## src/rtl/serial_shift_pkg.sv

```systemverilog
package serial_shift_pkg;
  // register byte addresses on the bus
  localparam logic [7:0] ADDR_BUFFER  = 8'h10;
  localparam logic [7:0] ADDR_DATA    = 8'h14;
  localparam logic [7:0] ADDR_STATUS  = 8'h18;
  localparam logic [7:0] ADDR_CONTROL = 8'h1c;
  localparam logic [7:0] ADDR_GLOBAL  = 8'h20;
  // status field positions
  localparam int ST_START = 7;
  localparam int ST_OVF   = 6;
  localparam int ST_STOP  = 5;
  localparam int ST_COLL  = 4;
  // control field positions
  localparam int CR_SIE   = 7;
  localparam int CR_OIE   = 6;
  localparam int CR_WM1   = 5;
  localparam int CR_WM0   = 4;
  localparam int CR_CS1   = 3;
  localparam int CR_CS0   = 2;
  localparam int CR_CLK   = 1;
  localparam int CR_TC    = 0;
  // reset values, counter maximum and mode codes
  localparam logic [7:0] RST_BYTE    = 8'h00;
  localparam logic [3:0] RST_COUNT   = 4'h0;
  localparam logic [3:0] COUNT_MAX   = 4'hf;
  localparam logic [1:0] WM_OFF      = 2'b00;
  localparam logic [1:0] WM_THREE    = 2'b01;
  localparam logic [1:0] CS_TIMER    = 2'b01;
endpackage

```

## src/rtl/serial_shift_counter.sv

```systemverilog
// Register access over Wishbone was decided locally.
`timescale 1ns/1ps
// Function
// - external clock source counts both edges of the clock pin
// - timer zero compare clocks the counter and the shift register
// - counter preset to fifteen overflows on one external edge
// - data write wins over a simultaneous shift
// - register shifts left, clocked by pin, compare match or strobe
// - data and clock inputs work in wire mode zero
// - data pin is driven from bit seven via the output latch
// - latch open first half-cycle on external clock, always otherwise
// - open latch passes a new bit seven at once
// - start flag set by start condition or clock-pin edge
// - start interrupt when flag, enable and global enable set
// - start flag clears by writing one, releasing clock hold
// - start interrupt wakes from every sleep mode
// - overflow flag set when counter wraps fifteen to zero
// - overflow interrupt when flag, enable and global enable set
// - overflow flag clears by write one or buffer read
// - overflow interrupt wakes from idle sleep only
// - stop flag set on stop condition, cleared by one, no interrupt
// - collision bit shows bit seven differing from data pin level
// - counter readable, writable, advances per selected clock
// - clock strobe with external source lets toggle strobe clock
// - wire mode selects off, three-wire or two-wire open drain
// - wire mode three holds clock low after overflow
module serial_shift_counter
  import serial_shift_pkg::*;
(
  input  wire logic        clk_sys,
  input  wire logic        rst_n,
  input  wire logic        wb_cyc_i,
  input  wire logic        wb_stb_i,
  input  wire logic        wb_we_i,
  input  wire logic [7:0]  wb_adr_i,
  input  wire logic [3:0]  wb_sel_i,
  input  wire logic [31:0] wb_dat_i,
  output logic      [31:0] wb_dat_o,
  output logic             wb_ack_o,
  input  wire logic        timer_zero_match,
  input  wire logic        serial_in_pin,
  input  wire logic        serial_clock_pin,
  input  wire logic        data_dir_out,
  input  wire logic        clock_dir_out,
  input  wire logic        port_data_bit,
  input  wire logic        port_clock_bit,
  input  wire logic        sleep_idle,
  output logic             data_out_pin,
  output logic             data_out_oe,
  output logic             sda_out,
  output logic             sda_oe,
  output logic             scl_out,
  output logic             scl_oe,
  output logic             start_irq,
  output logic             overflow_irq,
  output logic             wake_req
);
  import serial_shift_pkg::*;

  typedef struct packed {
    logic [1:0] din_sync;
    logic [1:0] clk_sync;
    logic       din_q;
    logic       clk_q;
    logic [7:0] shift;
    logic [7:0] buffer;
    logic [3:0] count;
    logic       start_flag;
    logic       ovf_flag;
    logic       stop_flag;
    logic [7:0] ctrl;
    logic       global_ie;
    logic       latch;
    logic       start_hold;
    logic       ovf_hold;
    logic [31:0] rdata;
    logic       ack;
    logic       o_dout;
    logic       o_doe;
    logic       o_sda_oe;
    logic       o_scl_oe;
    logic       o_sirq;
    logic       o_oirq;
    logic       o_wake;
  } state_t;

  state_t cur;
  state_t next_cur;
  logic   rst_q_n;
  logic [1:0] rst_sync;

  // reset release through two stages; kept apart so the struct has one driver
  always_ff @(posedge clk_sys or negedge rst_n) begin
    if (!rst_n) begin
      rst_sync <= 2'b00;
    end else begin
      rst_sync <= {rst_sync[0], 1'b1};
    end
  end
  assign rst_q_n = rst_sync[1];

  // combinational helpers
  logic       req;
  logic       wr;
  logic       rd;
  logic [1:0] wm;
  logic [1:0] cs;
  logic       two_wire;
  logic       ext_src;
  logic       pin_edge;
  logic       rise;
  logic       fall;
  logic       tc_write;
  logic       clk_strobe;
  logic       tick;
  logic       start_det;
  logic       stop_det;
  logic       coll;
  logic       data_wr;
  logic       stat_wr;

  always_comb begin
    req      = wb_cyc_i && wb_stb_i && !cur.ack;
    wr       = req && wb_we_i && wb_sel_i[0];
    rd       = req && !wb_we_i;
    wm       = cur.ctrl[CR_WM1:CR_WM0];
    cs       = cur.ctrl[CR_CS1:CR_CS0];
    two_wire = cur.ctrl[CR_WM1];
    ext_src  = cur.ctrl[CR_CS1];
    data_wr  = wr && (wb_adr_i == ADDR_DATA);
    stat_wr  = wr && (wb_adr_i == ADDR_STATUS);
    rise     = cur.clk_sync[1] && !cur.clk_q;
    fall     = !cur.clk_sync[1] && cur.clk_q;
    pin_edge = rise || fall;
    tc_write = wr && (wb_adr_i == ADDR_CONTROL) && wb_dat_i[CR_TC];
    clk_strobe = wr && (wb_adr_i == ADDR_CONTROL) && wb_dat_i[CR_CLK];
    if (ext_src) begin
      tick = cur.ctrl[CR_CLK] ? tc_write : pin_edge;
    end else if (cs == CS_TIMER) begin
      tick = timer_zero_match;
    end else begin
      tick = clk_strobe;
    end
    // sda falling/rising while scl high
    start_det = two_wire && cur.clk_sync[1] && cur.clk_q && cur.din_q && !cur.din_sync[1];
    stop_det  = two_wire && cur.clk_sync[1] && cur.clk_q && !cur.din_q && cur.din_sync[1];
    coll = cur.shift[7] != cur.din_sync[1];
  end

  always_comb begin
    next_cur = cur;
    // inputs sampled regardless of wire mode
    next_cur.din_sync = {cur.din_sync[0], serial_in_pin};
    next_cur.clk_sync = {cur.clk_sync[0], serial_clock_pin};
    next_cur.din_q    = cur.din_sync[1];
    next_cur.clk_q    = cur.clk_sync[1];

    if (data_wr) begin
      next_cur.shift = wb_dat_i[7:0];
    end else if (tick && !(ext_src && !cur.ctrl[CR_CLK] && (cs[0] ? rise : fall))) begin
      next_cur.shift = {cur.shift[6:0], cur.din_sync[1]};
    end

    if (stat_wr && wb_sel_i[0]) begin
      next_cur.count = wb_dat_i[3:0];
    end else if (tick) begin
      next_cur.count = cur.count + 4'h1;
    end

    // clear by write one or buffer read
    if ((stat_wr && wb_dat_i[ST_OVF]) || (rd && wb_adr_i == ADDR_BUFFER)) begin
      next_cur.ovf_flag = 1'b0;
    end
    // wrap sets overflow, set beats clear
    // preset fifteen overflows on one edge
    if (tick && cur.count == COUNT_MAX && !(stat_wr && wb_sel_i[0])) begin
      next_cur.ovf_flag = 1'b1;
      // copy what the register holds after this clock, shifted or not
      next_cur.buffer   = next_cur.shift;
      next_cur.ovf_hold = (wm == 2'b11);
    end
    if (!next_cur.ovf_flag) begin
      next_cur.ovf_hold = 1'b0;
    end

    // write-one clears start flag and hold
    if (stat_wr && wb_dat_i[ST_START]) begin
      next_cur.start_flag = 1'b0;
      next_cur.start_hold = 1'b0;
    end
    if (start_det) begin
      next_cur.start_flag = 1'b1;
      next_cur.start_hold = clock_dir_out;
    end else if (!two_wire && cs[1] && !cur.ctrl[CR_CLK] && pin_edge) begin
      next_cur.start_flag = 1'b1;
    end

    if (stat_wr && wb_dat_i[ST_STOP]) begin
      next_cur.stop_flag = 1'b0;
    end
    if (stop_det) begin
      next_cur.stop_flag = 1'b1;
    end

    // control: toggle strobe does not store; clock strobe stores only with external source
    if (wr && wb_adr_i == ADDR_CONTROL) begin
      next_cur.ctrl = {wb_dat_i[7:2], wb_dat_i[CR_CLK] & wb_dat_i[CR_CS1], 1'b0};
    end
    if (wr && wb_adr_i == ADDR_GLOBAL) begin
      next_cur.global_ie = wb_dat_i[0];
    end

    // latch open first half on external clock
    // open latch follows bit seven at once
    if (!ext_src || (cur.clk_sync[1] == cs[0])) begin
      next_cur.latch = next_cur.shift[7];
    end

    next_cur.o_dout   = cur.latch;
    next_cur.o_doe    = (wm == WM_THREE) && data_dir_out;
    next_cur.o_sda_oe = two_wire && data_dir_out && !(cur.latch && port_data_bit);
    next_cur.o_scl_oe = two_wire && clock_dir_out &&
                        (!port_clock_bit || cur.start_hold || cur.ovf_hold);
    next_cur.o_sirq = cur.start_flag && cur.ctrl[CR_SIE] && cur.global_ie;
    next_cur.o_oirq = cur.ovf_flag && cur.ctrl[CR_OIE] && cur.global_ie;
    // wake from all or idle only
    next_cur.o_wake = (cur.start_flag && cur.ctrl[CR_SIE]) ||
                      (sleep_idle && cur.ovf_flag && cur.ctrl[CR_OIE]);

    // bus answer one cycle after request
    next_cur.ack = req;
    case (wb_adr_i)
      ADDR_BUFFER:  next_cur.rdata = {24'h0, cur.buffer};
      ADDR_DATA:    next_cur.rdata = {24'h0, cur.shift};
      ADDR_STATUS:  next_cur.rdata = {24'h0, cur.start_flag, cur.ovf_flag, cur.stop_flag,
                                      coll, cur.count};
      ADDR_CONTROL: next_cur.rdata = {24'h0, cur.ctrl};
      ADDR_GLOBAL:  next_cur.rdata = {31'h0, cur.global_ie};
      default:      next_cur.rdata = 32'h0;
    endcase
  end

  // main state register
  always_ff @(posedge clk_sys or negedge rst_q_n) begin
    if (!rst_q_n) begin
      cur.din_sync   <= 2'b11;
      cur.clk_sync   <= 2'b00;
      cur.din_q      <= 1'b1;
      cur.clk_q      <= 1'b0;
      cur.shift      <= RST_BYTE;
      cur.buffer     <= RST_BYTE;
      cur.count      <= RST_COUNT;
      cur.start_flag <= 1'b0;
      cur.ovf_flag   <= 1'b0;
      cur.stop_flag  <= 1'b0;
      cur.ctrl       <= RST_BYTE;
      cur.global_ie  <= 1'b0;
      cur.latch      <= 1'b0;
      cur.start_hold <= 1'b0;
      cur.ovf_hold   <= 1'b0;
      cur.rdata      <= 32'h0;
      cur.ack        <= 1'b0;
      cur.o_dout     <= 1'b0;
      cur.o_doe      <= 1'b0;
      cur.o_sda_oe   <= 1'b0;
      cur.o_scl_oe   <= 1'b0;
      cur.o_sirq     <= 1'b0;
      cur.o_oirq     <= 1'b0;
      cur.o_wake     <= 1'b0;
    end else begin
      cur.din_sync   <= next_cur.din_sync;
      cur.clk_sync   <= next_cur.clk_sync;
      cur.din_q      <= next_cur.din_q;
      cur.clk_q      <= next_cur.clk_q;
      cur.shift      <= next_cur.shift;
      cur.buffer     <= next_cur.buffer;
      cur.count      <= next_cur.count;
      cur.start_flag <= next_cur.start_flag;
      cur.ovf_flag   <= next_cur.ovf_flag;
      cur.stop_flag  <= next_cur.stop_flag;
      cur.ctrl       <= next_cur.ctrl;
      cur.global_ie  <= next_cur.global_ie;
      cur.latch      <= next_cur.latch;
      cur.start_hold <= next_cur.start_hold;
      cur.ovf_hold   <= next_cur.ovf_hold;
      cur.rdata      <= next_cur.rdata;
      cur.ack        <= next_cur.ack;
      cur.o_dout     <= next_cur.o_dout;
      cur.o_doe      <= next_cur.o_doe;
      cur.o_sda_oe   <= next_cur.o_sda_oe;
      cur.o_scl_oe   <= next_cur.o_scl_oe;
      cur.o_sirq     <= next_cur.o_sirq;
      cur.o_oirq     <= next_cur.o_oirq;
      cur.o_wake     <= next_cur.o_wake;
    end
  end

  // outputs straight from flops; open drain drives low only
  assign wb_dat_o     = cur.rdata;
  assign wb_ack_o     = cur.ack;
  assign data_out_pin = cur.o_dout;
  assign data_out_oe  = cur.o_doe;
  assign sda_out      = 1'b0;
  assign sda_oe       = cur.o_sda_oe;
  assign scl_out      = 1'b0;
  assign scl_oe       = cur.o_scl_oe;
  assign start_irq    = cur.o_sirq;
  assign overflow_irq = cur.o_oirq;
  assign wake_req     = cur.o_wake;

  AST_OVF_SET: assert property (@(posedge clk_sys) disable iff (!rst_q_n)
    (tick && cur.count == COUNT_MAX && !stat_wr) |=> cur.ovf_flag) else $error("overflow lost");
  AST_WR_WINS: assert property (@(posedge clk_sys) disable iff (!rst_q_n)
    data_wr |=> cur.shift == $past(wb_dat_i[7:0])) else $error("write lost");
  AST_CNT_INC: assert property (@(posedge clk_sys) disable iff (!rst_q_n)
    (tick && !stat_wr) |=> cur.count == $past(cur.count) + 4'h1) else $error("count bad");
  AST_OVF_CLR: assert property (@(posedge clk_sys) disable iff (!rst_q_n)
    (rd && wb_adr_i == ADDR_BUFFER && !tick) |=> !cur.ovf_flag) else $error("ovf not cleared");
  // start flag only cleared by write one
  AST_START_HOLD: assert property (@(posedge clk_sys) disable iff (!rst_q_n)
    (cur.start_flag && !(stat_wr && wb_dat_i[ST_START])) |=> cur.start_flag) else $error("start dropped");
  AST_SIRQ: assert property (@(posedge clk_sys) disable iff (!rst_q_n)
    (cur.start_flag && cur.ctrl[CR_SIE] && cur.global_ie) |=> start_irq) else $error("no start irq");
  AST_OIRQ: assert property (@(posedge clk_sys) disable iff (!rst_q_n)
    (cur.ovf_flag && cur.ctrl[CR_OIE] && cur.global_ie) |=> overflow_irq) else $error("no ovf irq");
  AST_STOP: assert property (@(posedge clk_sys) disable iff (!rst_q_n)
    stop_det |=> cur.stop_flag) else $error("stop lost");
  // clock held low while overflow pending in mode three
  AST_HOLD: assert property (@(posedge clk_sys) disable iff (!rst_q_n)
    (cur.ovf_hold && clock_dir_out && wm == 2'b11) |=> scl_oe) else $error("scl not held");
  // no drive in wire mode zero
  AST_OFF: assert property (@(posedge clk_sys) disable iff (!rst_q_n)
    (wm == WM_OFF) |=> !sda_oe && !data_out_oe) else $error("drive in off mode");
endmodule

```

## config.mk

```make
export PLATFORM = sky130hd
export DESIGN_NAME = serial_shift_counter
export DESIGN_NICKNAME = d
export VERILOG_FILES = /design/src/rtl/serial_shift_pkg.sv /design/src/rtl/serial_shift_counter.sv
export SDC_FILE = /design/constraint.sdc
export NUM_CORES = 1
export LEC_CHECK = 0
export BUFFER_PORTS_ARGS = -buffer_cell sky130_fd_sc_hd__buf_2
export CAP_MARGIN = 0
export CORE_MARGIN = 10
export CORE_UTILIZATION = 30
export DETAILED_ROUTE_END_ITERATION = 8
export PLACE_DENSITY = 0.59
export SYNTH_ARGS = -nofsm -noshare
export SYNTH_HDL_FRONTEND = slang
export SYNTH_SLANG_ARGS = --single-unit
```

## constraint.sdc

```tcl
create_clock -name clk_sys -period 2.6 [get_ports clk_sys]
set_input_delay 0.26 -clock clk_sys [delete_from_list [all_inputs] [get_ports clk_sys]]
set_output_delay 0.26 -clock clk_sys [all_outputs]
set_load 0.02 [all_outputs]
```

# Yosys cells after proc, flatten, opt, wreduce, memory -nomap -nowiden
# Index checks and enable logic that the tools add are counted.
[word_totals]
register_bits = 82
input_bits = 57
output_inout_bits = 42
elab_cells = 125
[classes]
addsub = 1
n_eq_ne = 12
muxes = 19
bitwise_logic = 1
reduce_logical = 67
[ops]
columns = ["op", "n"]
rows = [
  ["$logic_and 1x1->1", 44],
  ["$pmux 8 s5", 1],
  ["$eq 8x5->1 const B", 4],
  ["$mux 8", 2],
  ["$mux 1", 14],
  ["$logic_not 1->1", 13],
  ["$eq 8x6->1 const B", 1],
  ["$mux 4", 2],
  ["$logic_or 1x1->1", 6],
  ["$reduce_bool 2->1", 3],
  ["$add 4x1->4 const B", 1],
  ["$eq 2x1->1 const B", 2],
  ["$eq 4x4->1 const B", 1],
  ["$reduce_bool 3->1", 1],
  ["$eq 2x2->1 const B", 1],
  ["$ne 2x1->1 const B", 1],
  ["$and 1x1->1", 1],
  ["$eq 1x1->1", 1],
  ["$ne 1x1->1", 1],
]

# Longest topological paths before layout
# Gate-level depths: netlist of run 1.
[logic_depth]
ltp_word = 12
depth_mapped = 8
mapped_depth_nobuf = 7

# Worst setup path before layout of run 1
# OpenSTA, ideal clock, no wires.
[synth_timing]
path_kind = "input port to flip-flop"
from = "input port wb_adr_i[7]"
to = "register cur[40] (netlist name)"
setup_ns = 0.067
arrival_time_ns = 2.122
required_ns = 2.533
path_slack_ns = 0.411
stages = 7
path_buffers = 2
cell_sequence = "or4_4 > or4_1 > buf_4 > o21bai_4 > and2_1 > buf_6 > a32o_1"
[synth_via]
elab_chain_cells = 9
word_cells_on_any_way = 21
classes_between = "eq/ne (4); mux (6); reduce/logical (11)"
[synth_rtl]
columns = ["item", "line", "rtl"]
rows = [
  ["from (decl)", "serial_shift_counter.sv:35", "input wire logic [7:0] wb_adr_i,"],
  ["$eq 8x5->1", "serial_shift_counter.sv:135, serial_shift_counter.sv:136", ""],
  ["$logic_and 1x1->1", "serial_shift_counter.sv:135, serial_shift_counter.sv:136", ""],
  ["$logic_and 1x1->1, on equally long branches", "serial_shift_counter.sv:136, serial_shift_counter.sv:135", ""],
  ["$mux 1, on equally long branches", "serial_shift_counter.sv:139, serial_shift_counter.sv:138", ""],
  ["$mux 1", "serial_shift_counter.sv:137", "if (ext_src) begin"],
  ["$logic_and 1x1->1 (2 in series)", "serial_shift_counter.sv:176", "if (tick && cur.count == COUNT_MAX && !(stat_wr && wb_sel_i[0])) begin"],
  ["$mux 1", "serial_shift_counter.sv:176", ""],
  ["$ne 2x1->1 (no source line) or $mux 1 (tied branches)", "n/a", ""],
  ["to (decl)", "serial_shift_counter.sv:87", "state_t cur;"],
]
# Parallel ways exist; a longest one is shown, timed or not.
# A chain may end at the register's enable or synchronous reset.

# Worst setup path in the final report of run 1
[layout_timing]
from = "input port wb_adr_i[7]"
to = "register cur[62] (netlist name)"
[layout_via]
elab_chain_cells = 8
word_cells_on_any_way = 18
classes_between = "eq/ne (3); mux (5); reduce/logical (10)"
[layout_rtl]
columns = ["item", "line", "rtl"]
rows = [
  ["$eq 8x5->1", "serial_shift_counter.sv:135, serial_shift_counter.sv:136", ""],
  ["$logic_and 1x1->1", "serial_shift_counter.sv:135, serial_shift_counter.sv:136", ""],
  ["$logic_and 1x1->1, on equally long branches", "serial_shift_counter.sv:136, serial_shift_counter.sv:135", ""],
  ["$mux 1, on equally long branches", "serial_shift_counter.sv:139, serial_shift_counter.sv:138", ""],
  ["$mux 1", "serial_shift_counter.sv:137", ""],
  ["$logic_and 1x1->1", "serial_shift_counter.sv:160", "end else if (tick && !(ext_src && !cur.ctrl[CR_CLK] && (cs[0] ? rise : fall))) begin"],
  ["$mux 8", "serial_shift_counter.sv:160", ""],
  ["$mux 8", "serial_shift_counter.sv:158", "if (data_wr) begin"],
]
# Parallel ways exist; a longest one is shown, timed or not.

==> flow_metrics.tcl, run 1 <==
set metrics [dict create \
    wl_met2_um 3490 \
    yosysSeqAreaShare 0.493 \
    drive_gt1_frac 0.302 \
    syn_area_um2 2950 \
    whs_ps 73.9 \
    worstPathRequired_ps 2860 \
    numCtsBuffers 9 \
    synth_flop_cell "dfrtp_1" \
    finalMaxSlewViolations 0 \
    ys_async_sr_fraction 1.00 \
    mostFrequentLayoutCells "dfrtp_1, buf_2, conb_1, nand2_1, a31oi_1" \
    syn_avg_cell_area_um2 10.9 \
    drv_cap 0 \
    max_stage_delay_ps 710 \
    hold_viol 0 \
    die_w_um 119 \
    crit_family "simple AND/OR/NAND/NOR gates" \
    drtIter0Drc 132 \
    vias_per_cell 4.81 \
    grt_max_degree 23 \
    setup_viol 0 \
    antenna_cells 0 \
    crit_path_cell_trace "buf_2, or4_4, or4_1, o2bb2ai_2, buf_4, a31oi_1, a31oi_1" \
    row_count 36 \
    post_cts_buffers 0 \
    vdd_ir_drop_max_mv 0.200 \
    p_per_area_nw_per_um2 559 \
    clk_latency_ps 350 \
    outcome "finished, final reports clean" \
    htree_levels 3 \
    die_area_um2 14200 \
    min_path_type "primary input to flip-flop" \
    dieHeight_um 119 \
    cts_tree "yes" \
    grtUsageTotal 0.106 \
    portBuffers 45 \
    tightest_slew_ps 685 \
    core_um2 9680 \
    maxSlewHeadroom 0.543 \
    wl_met1_um 3400 \
    clkTransAtPathRegs_ps 70 \
    dr_wl_met3_um 570 \
    total_power_uw 1950 \
    antenna_found_initial 0 \
    ant_nets 0 \
    critPathBufInv 2 \
    min_period_ps 2200 \
    slowest_stage "or4_1" \
    hpwlAfterDp_um 5850 \
    critPathArrivalTime_ps 2460 \
    criticalPathCategory "primary input to flip-flop" \
    syn_inst 271 \
    p_leak_uw 0.00180 \
    crit_path_start_kind "primary input" \
    final_cells 467 \
    synth_seq_cells 58 \
    vias 2247 \
    synthDistinctLibCells 47 \
    layout_commonest_cell "dfrtp_1" \
    ios 99 \
    rsz0062_at_grt "false" \
    clockRootBuffer "clkbuf_8" \
    overflow 0 \
    clock_path_buffers 2 \
    post_drt_wl_per_cell_um 16.2 \
    wirelength_um 7570 \
    max_freq_mhz 454 \
    clock_skew_ps 13.1 \
    area_growth_pct 18.3 \
    initial_core_util 0.305 \
    drtPass1Iterations 5 \
    drc 0 \
    worst-path-max-fanout 5 \
    min_period_over_period 0.847 \
    grt_pass1_wl_um 12200 \
    placed_cells 448 \
    nets 389 \
    gp_congestion 0.875 \
    synth_edf_count 0 \
    end_kind "flip-flop" \
    grt_pass1_vias 2379 \
    yosys_warnings 0 \
    cts.sinks 58 \
    path_common_cell "a31oi_1" \
    fin_setup_tns_ps 0 \
    routed.top_layer "met4" \
    final_core_util 0.361 \
]
## kinds of logic after synthesis
| logic type | count (synthesis) | synth area share |
|---|---|---|
| other | 2 | 0.00254 |
| multiplexers | 17 | 0.0907 |
| AND/OR/NAND/NOR | 75 | 0.139 |
| XOR/XNOR | 3 | 0.00890 |
| adder cells (fa/ha/maj) | 3 | 0.0127 |
| flip-flops | 58 | 0.493 |
| AO/OA/AOI/OAI | 60 | 0.137 |
| buffers and inverters | 53 | 0.116 |
## synth_stat cells, types with 5 or more instances
cell type,instances,share of area
dfrtp_1,55,0.47
buf_4,36,0.092
nand2_1,21,0.027
a31oi_1,17,0.036
a21oi_1,15,0.025
and3_1,15,0.032
inv_1,11,0.014
o21ai_0,10,0.017
mux2_2,8,0.031
mux4_2,7,0.053
nor2_1,7,0.0089
nand4_1,5,0.011
## registers in the layout, summed over array words and instances (netlist names)
register      cells
cs                2
cur              38
data_out_oe       1
data_out_pin      1
overflow_irq      1
rst_sync          2
scl_oe            1
sda_oe            1
start_irq         1
wake_req          1
wb_ack_o          1
wb_dat_o          8
## area by class of cell
class,count,area [um2]
well taps,133,166
fillers,990,6190
flip-flops and latches,58,1460
clock buffers,10,138
multi-input cells,185,1250
repair buffers,64,375
inverters,11,41.3
clock inverters,6,66.3
## power by group
| part | internal (uW) | leakage (uW) | switching (uW) | total [uW] |
|---|---|---|---|---|
| clock | 468 | 0.0000945 | 384 | 852 |
| combinational | 53.0 | 0.000931 | 102 | 155 |
| sequential | 921 | 0.000775 | 24.0 | 945 |
## metal layers
layer / up-vias / global-route usage
met2: 94 / 0.158
met4: 0 / 0.0435
met1: 1097 / 0.136
met3: 11 / 0.0368
met5: - / 0
li1: 1045 / -
## timing repair
action,in CTS,in global routing
endpoints found under the setup margin,0,0
resized for setup,0,0
hold endpoints to repair,4,0
hold buffers,3,0
## final timing paths
check	from	end	slack [ps]	cells after the start
worst max-delay path	wb_adr_i[7]	cur[62]$_DFFE_PN0P_	400	7
worst min-delay path	port_data_bit	sda_oe$_DFF_PN0_	70	2
worst max register to register	wb_ack_o$_DFF_PN0_	cur[62]$_DFFE_PN0P_	420	6
worst min register to register	rst_sync[1]$_DFF_PN0_	cs[1]$_DFFE_PN0N_	240	0
max in group asynchronous	rst_sync[1]$_DFF_PN0_	cur[76]$_DFF_PN1_	1630	1
min in group asynchronous	rst_n	rst_sync[1]$_DFF_PN0_	220	2
## metrics by stage
step           cell area [um2]  setup WS, ps
2_1_floorplan             3050           411
3_3_place_gp              3260          81.0
3_5_place_dp              3260          61.1
4_1_cts                   3490           411
5_1_grt                   3490           275
6_report                  3490           399
## worst reg2reg max path, delay by kind of cell (launching register included)
kind	cells	cell delay, ps
AO/OA/AOI/OAI	3	640
buffers and inverters	1	190
flip-flops	1	370
AND/OR/NAND/NOR	2	900
Note: power is estimated with default switching activity, not from simulation.
==> run 2, diff against run 1 <==
--- a/config.mk
+++ b/config.mk
@@ -10,7 +10,7 @@
 export CORE_MARGIN = 10
 export CORE_UTILIZATION = 30
 export DETAILED_ROUTE_END_ITERATION = 8
-export PLACE_DENSITY = 0.59
+export PLACE_DENSITY = 0.61
 export SYNTH_ARGS = -nofsm -noshare
 export SYNTH_HDL_FRONTEND = slang
 export SYNTH_SLANG_ARGS = --single-unit
==> constraint.sdc (replaced) <==
create_clock -name clk_sys -period 1.8 [get_ports clk_sys]
set_input_delay 0.18 -clock clk_sys [delete_from_list [all_inputs] [get_ports clk_sys]]
set_output_delay 0.18 -clock clk_sys [all_outputs]
set_load 0.02 [all_outputs]
==> flow_metrics.tcl, run 2 (synthesis results as in run 1) <==
set metrics [dict create \
    clock_skew_ps 10.7 \
    worstPathRequired_ps 2030 \
    grtUsageMet1 0.143 \
    vias_per_cell 4.72 \
    cts.sinks 58 \
    portBuffers 45 \
    clkTransAtPathRegs_ps 80 \
    end_kind "flip-flop" \
    hold_viol 0 \
    slowest_stage "or4_4" \
    clockRootBuffer "clkbuf_8" \
    cts_tree "yes" \
    critPathArrivalTime_ps 2090 \
    drv_cap 0 \
    rsz0062_at_grt "true" \
    n_fill_cell 963 \
    drive_gt1_frac 0.409 \
    drc 0 \
    layout_commonest_cell "dfrtp_1" \
    clk_latency_ps 350 \
    criticalPathCategory "flip-flop to flip-flop" \
    max_stage_delay_ps 490 \
    p_leak_uw 0.00203 \
    die_area_um2 14200 \
    final_cells 500 \
    wirelength_um 8060 \
    outcome "complete, but fails checks" \
    area_growth_pct 32.9 \
    critPathBufInv 0 \
    initial_core_util 0.305 \
    post_drt_wl_per_cell_um 16.1 \
    grt_pass1_wl_um 13300 \
    clock_path_buffers 2 \
    ios 99 \
    crit_path_start_kind "flip-flop" \
    crit_family "simple AND/OR/NAND/NOR gates" \
    placed_cells 471 \
    drtPass1Iterations 4 \
    mostFrequentLayoutCells "dfrtp_1, buf_2, buf_4, conb_1, nand2_1" \
    overflow 0 \
    die_w_um 119 \
    numCtsBuffers 9 \
    core_um2 9680 \
    antenna_found_initial 0 \
    nets 422 \
    htree_levels 3 \
    pre_cts_ws_ps -350 \
    dieHeight_um 119 \
    failed_checks "negative setup slack" \
    largest_register_ffs 38 \
    fin_ws_ps -53.0 \
    row_count 36 \
    hpwlAfterDp_um 6030 \
    setup_viol 12 \
    ant_nets 0 \
    min_period_over_period 1.03 \
    vdd_ir_drop_max_mv 0.390 \
    worst-path-max-fanout 5 \
    grtUsageMet2 0.180 \
    vias 2362 \
    max_freq_mhz 540 \
    grtUsageTotal 0.116 \
    p_per_area_nw_per_um2 762 \
    final_core_util 0.405 \
    min_path_type "primary input to flip-flop" \
    met3_usage 0.0505 \
    crit_path_cell_trace "nand3b_1, or4_4, o21bai_2, a21oi_1, a32o_1" \
    antenna_cells 0 \
    gp_congestion 0.881 \
    min_period_ps 1850 \
    top_usage_layer "met2" \
    top_register "cur" \
    finalMaxSlewViolations 0 \
    drtIter0Drc 139 \
    grt_pass1_vias 2579 \
    grt_max_degree 21 \
]
## run 2: cell type report
type / instances / area (um2) / share of cell area
flip-flops and latches: 58 / 1460 / 0.371
multi-input cells: 187 / 1390 / 0.355
repair buffers: 95 / 641 / 0.163
well taps: 133 / 166 / 0.0424
clock buffers: 9 / 124 / 0.0316
clock inverters: 7 / 103 / 0.0261
inverters: 11 / 41.3 / 0.0105
## run 2: path summary, 6_finish.rpt
check,start,end,slack [ps],cells past startpoint
setup / recovery,wb_ack_o$_DFF_PN0_,cur[40]$_DFFE_PN0P_,-50,5
hold / removal,data_dir_out,data_out_oe$_DFF_PN0_,60,3
setup reg to reg,wb_ack_o$_DFF_PN0_,cur[40]$_DFFE_PN0P_,-50,5
hold reg to reg,rst_sync[1]$_DFF_PN0_,cur[57]$_DFFE_PN0P_,220,0
max in group asynchronous,rst_sync[1]$_DFF_PN0_,cur[41]$_DFFE_PN0P_,950,1
min in group asynchronous,rst_n,rst_sync[1]$_DFF_PN0_,150,2
## run 2: power by group
group | switching (uW) | internal, uW
clock network | 573 | 790
registers | 33.4 | 1330
logic | 161 | 103
## run 2: metal layers
| layer | vias up | part of all wire |
|---|---|---|
| li1 | 1115 | - |
| met1 | 1151 | 0.46 |
| met2 | 86 | 0.45 |
| met3 | 10 | 0.073 |
| met4 | 0 | 0.011 |
| met5 | - | 0 |
## run 2: timing repair
| item | in CTS | in global routing |
|---|---|---|
| setup endpoints to repair | 27 | 30 |
| hold buffers | 5 | 0 |
| endpoints found under the hold margin | 6 | 0 |
| setup buffers | 4 | 2 |
| cloned | 1 | 1 |
| pin swaps | 24 | 9 |
| resized for setup | 11 | 17 |
## run 2: per-stage QoR
step	hold slack [ps]	instance area [um2]	power, uW	TNS (ps)
6_report	57.7	3920	2990	-258
5_1_grt	53.3	3920	3130	-2410
4_1_cts	48.8	3810	3020	-754
3_5_place_dp	-31.8	3460	1630	-8140
3_3_place_gp	-34.7	3460	1630	-7930
2_1_floorplan	-116	3090	1560	-3160
## run 2: tightest hold or removal path, cell delays in order
cell	delay [ps]
buf_2	100
nand2_1	50
nor2_1	30
==> run 3, diff against run 2 <==
--- a/config.mk
+++ b/config.mk
@@ -10,7 +10,6 @@
 export CORE_MARGIN = 10
 export CORE_UTILIZATION = 30
 export DETAILED_ROUTE_END_ITERATION = 8
-export PLACE_DENSITY = 0.61
 export SYNTH_ARGS = -nofsm -noshare
 export SYNTH_HDL_FRONTEND = slang
 export SYNTH_SLANG_ARGS = --single-unit
==> flow_metrics.tcl, run 3 (synthesis results as in run 1) <==
set metrics [dict create \
    r2r_cells 9 \
    htree_levels 3 \
    nets 421 \
    dieHeight_um 119 \
    drtIter0Drc 117 \
    drtPass1Iterations 4 \
    clock_path_buffers 2 \
    total_power_uw 2800 \
    drive_gt1_frac 0.464 \
    mostFrequentLayoutCells "dfrtp_1, buf_2, buf_4, conb_1, nand2_1" \
    crit_path_cell_trace "buf_4, ha_1, mux2_2, nand2_4, buf_4, o2bb2ai_4, buf_12, a31oi_4, a31oi_1" \
    numCtsBuffers 9 \
    setup_viol 14 \
    criticalPathCategory "flip-flop to flip-flop" \
    vias_per_cell 4.82 \
    initial_core_util 0.305 \
    outcome "complete, but fails checks" \
    area_growth_pct 39.8 \
    slowest_stage "dfrtp_1" \
    design_area_um2 4130 \
    layout_commonest_cell "dfrtp_1" \
    vdd_ir_drop_max_mv 0.304 \
    clockRootBuffer "clkbuf_8" \
    min_period_ps 1860 \
    reg2reg_to "cur[66]$_DFFE_PN0P_" \
    min_to "scl_oe$_DFF_PN0_" \
    grt_pass1_wl_um 13300 \
    drv_cap 0 \
    antenna_cells 0 \
    failed_checks "negative setup slack" \
    max_freq_mhz 539 \
    rsz0062_at_grt "true" \
    place_area_um2 3480 \
    min_path_cells 3 \
    critPathArrivalTime_ps 2120 \
    ios 99 \
    die_area_um2 14200 \
    critPathBufInv 3 \
    hold_viol 0 \
    row_count 36 \
    ant_nets 0 \
    gp_congestion 0.905 \
    overflow 0 \
    cts_tree "yes" \
    core_um2 9680 \
    post_drt_wl_per_cell_um 17.0 \
    min_path_type "primary input to flip-flop" \
    p_leak_uw 0.00206 \
    portBuffers 45 \
    hpwlAfterDp_um 6000 \
    crit_path_start_kind "flip-flop" \
    top_register "cur" \
    worstReg2RegStart "cur[75]$_DFF_PN0_" \
    clk_latency_ps 350 \
    grt_pass1_vias 2447 \
    die_w_um 119 \
    fin_ws_ps -55.0 \
    grtUsageTotal 0.116 \
    worstPathRequired_ps 2070 \
    p_per_area_nw_per_um2 679 \
    end_kind "flip-flop" \
    path_common_cell "buf_4" \
    min_period_over_period 1.03 \
    clkTransAtPathRegs_ps 60 \
    hp-start "clock_dir_out" \
    grt_max_degree 57 \
    largest_register_ffs 38 \
    crit_family "buffers and inverters" \
    vias 2407 \
    max_stage_delay_ps 370 \
    drc 0 \
    n_fill_cell 928 \
    worst-path-max-fanout 8 \
    cts.sinks 58 \
    antenna_found_initial 0 \
    clock_skew_ps 9.44 \
    finalMaxSlewViolations 0 \
    wirelength_um 8470 \
    r2r_slack_ps -60 \
    whs_ps 56.5 \
]
==> run 3: cell types whose count changed in the layout (fill, tap and decap cells not counted), moves of 5 or more <==
cell,delta
o21ai_2,+7
a21oi_1,-5
o21ai_0,-7
a31oi_4,+7
a31oi_2,-6
buf_4,-5
==> run 3: final cells by class <==
class / count / area, um2 / share of cell area
clock inverters: 2 / 10.0 / 0.00243
repair buffers: 94 / 666 / 0.161
well taps: 133 / 166 / 0.0403
flip-flops and latches: 58 / 1460 / 0.353
clock buffers: 14 / 173 / 0.0418
multi-input cells: 187 / 1610 / 0.391
inverters: 11 / 41.3 / 0.0100
==> run 3: power by group <==
part / switching (uW) / internal (uW) / total (uW)
clock: 514 / 609 / 1120
sequential: 24.9 / 1330 / 1360
combinational: 192 / 130 / 322
total: 731 / 2070 / 2800
==> run 3: per-layer routing <==
| metal | part of all wire | GRT usage | vias to the layer above | routed length (um) |
|---|---|---|---|---|
| met4 | 0.015 | 0.0344 | 0 | 125 |
| li1 | - | - | 1115 | - |
| met1 | 0.44 | 0.149 | 1183 | 3710 |
| met2 | 0.46 | 0.172 | 98 | 3890 |
| met5 | 0 | 0 | - | 0 |
| met3 | 0.089 | 0.0524 | 11 | 754 |
==> run 3: tightest hold or removal path, cell delays in order <==
cell	delay (ps)
buf_2	100
nand2_1	50
a21oi_1	30
==> run 3: through the flow <==
step	TNS, ps	cells	util	setup WS [ps]
2_1_floorplan	-3160	296	-	-244
3_3_place_gp	-6460	470	0.359	-312
3_5_place_dp	-6950	470	0.359	-339
4_1_cts	-84.6	496	0.400	-15.4
5_1_grt	-2340	499	0.426	-165
6_report	-476	499	0.426	-55.0
==> run 3: how the worst max path moves through the flow <==
stage | end | slack (ps) | depth (start not counted) | startpoint
after CTS | cur[60]$_DFFE_PN0P_ | -20 | 5 | wb_ack_o$_DFF_PN0_
final | cur[66]$_DFFE_PN0P_ | -60 | 9 | cur[75]$_DFF_PN0_
after global routing | cur[54]$_DFFE_PN0P_ | -160 | 7 | wb_ack_o$_DFF_PN0_
after floorplan | cur[54]$_DFFE_PN0P_ | -240 | 6 | wb_adr_i[7]
after detailed placement | cur[55]$_DFFE_PN0P_ | -340 | 7 | wb_adr_i[7]
after global placement | cur[55]$_DFFE_PN0P_ | -310 | 7 | wb_adr_i[7]
==> run 3: what timing repair did <==
| item | 4_1_cts | 5_1_grt |
|---|---|---|
| hold buffers | 5 | 0 |
| pin swaps | 8 | 16 |
| gates cloned | 2 | 0 |
| gates resized for setup | 24 | 49 |
| buffers inserted | 3 | 3 |
| endpoints found under the hold margin | 6 | 0 |
| setup endpoints to repair | 26 | 26 |
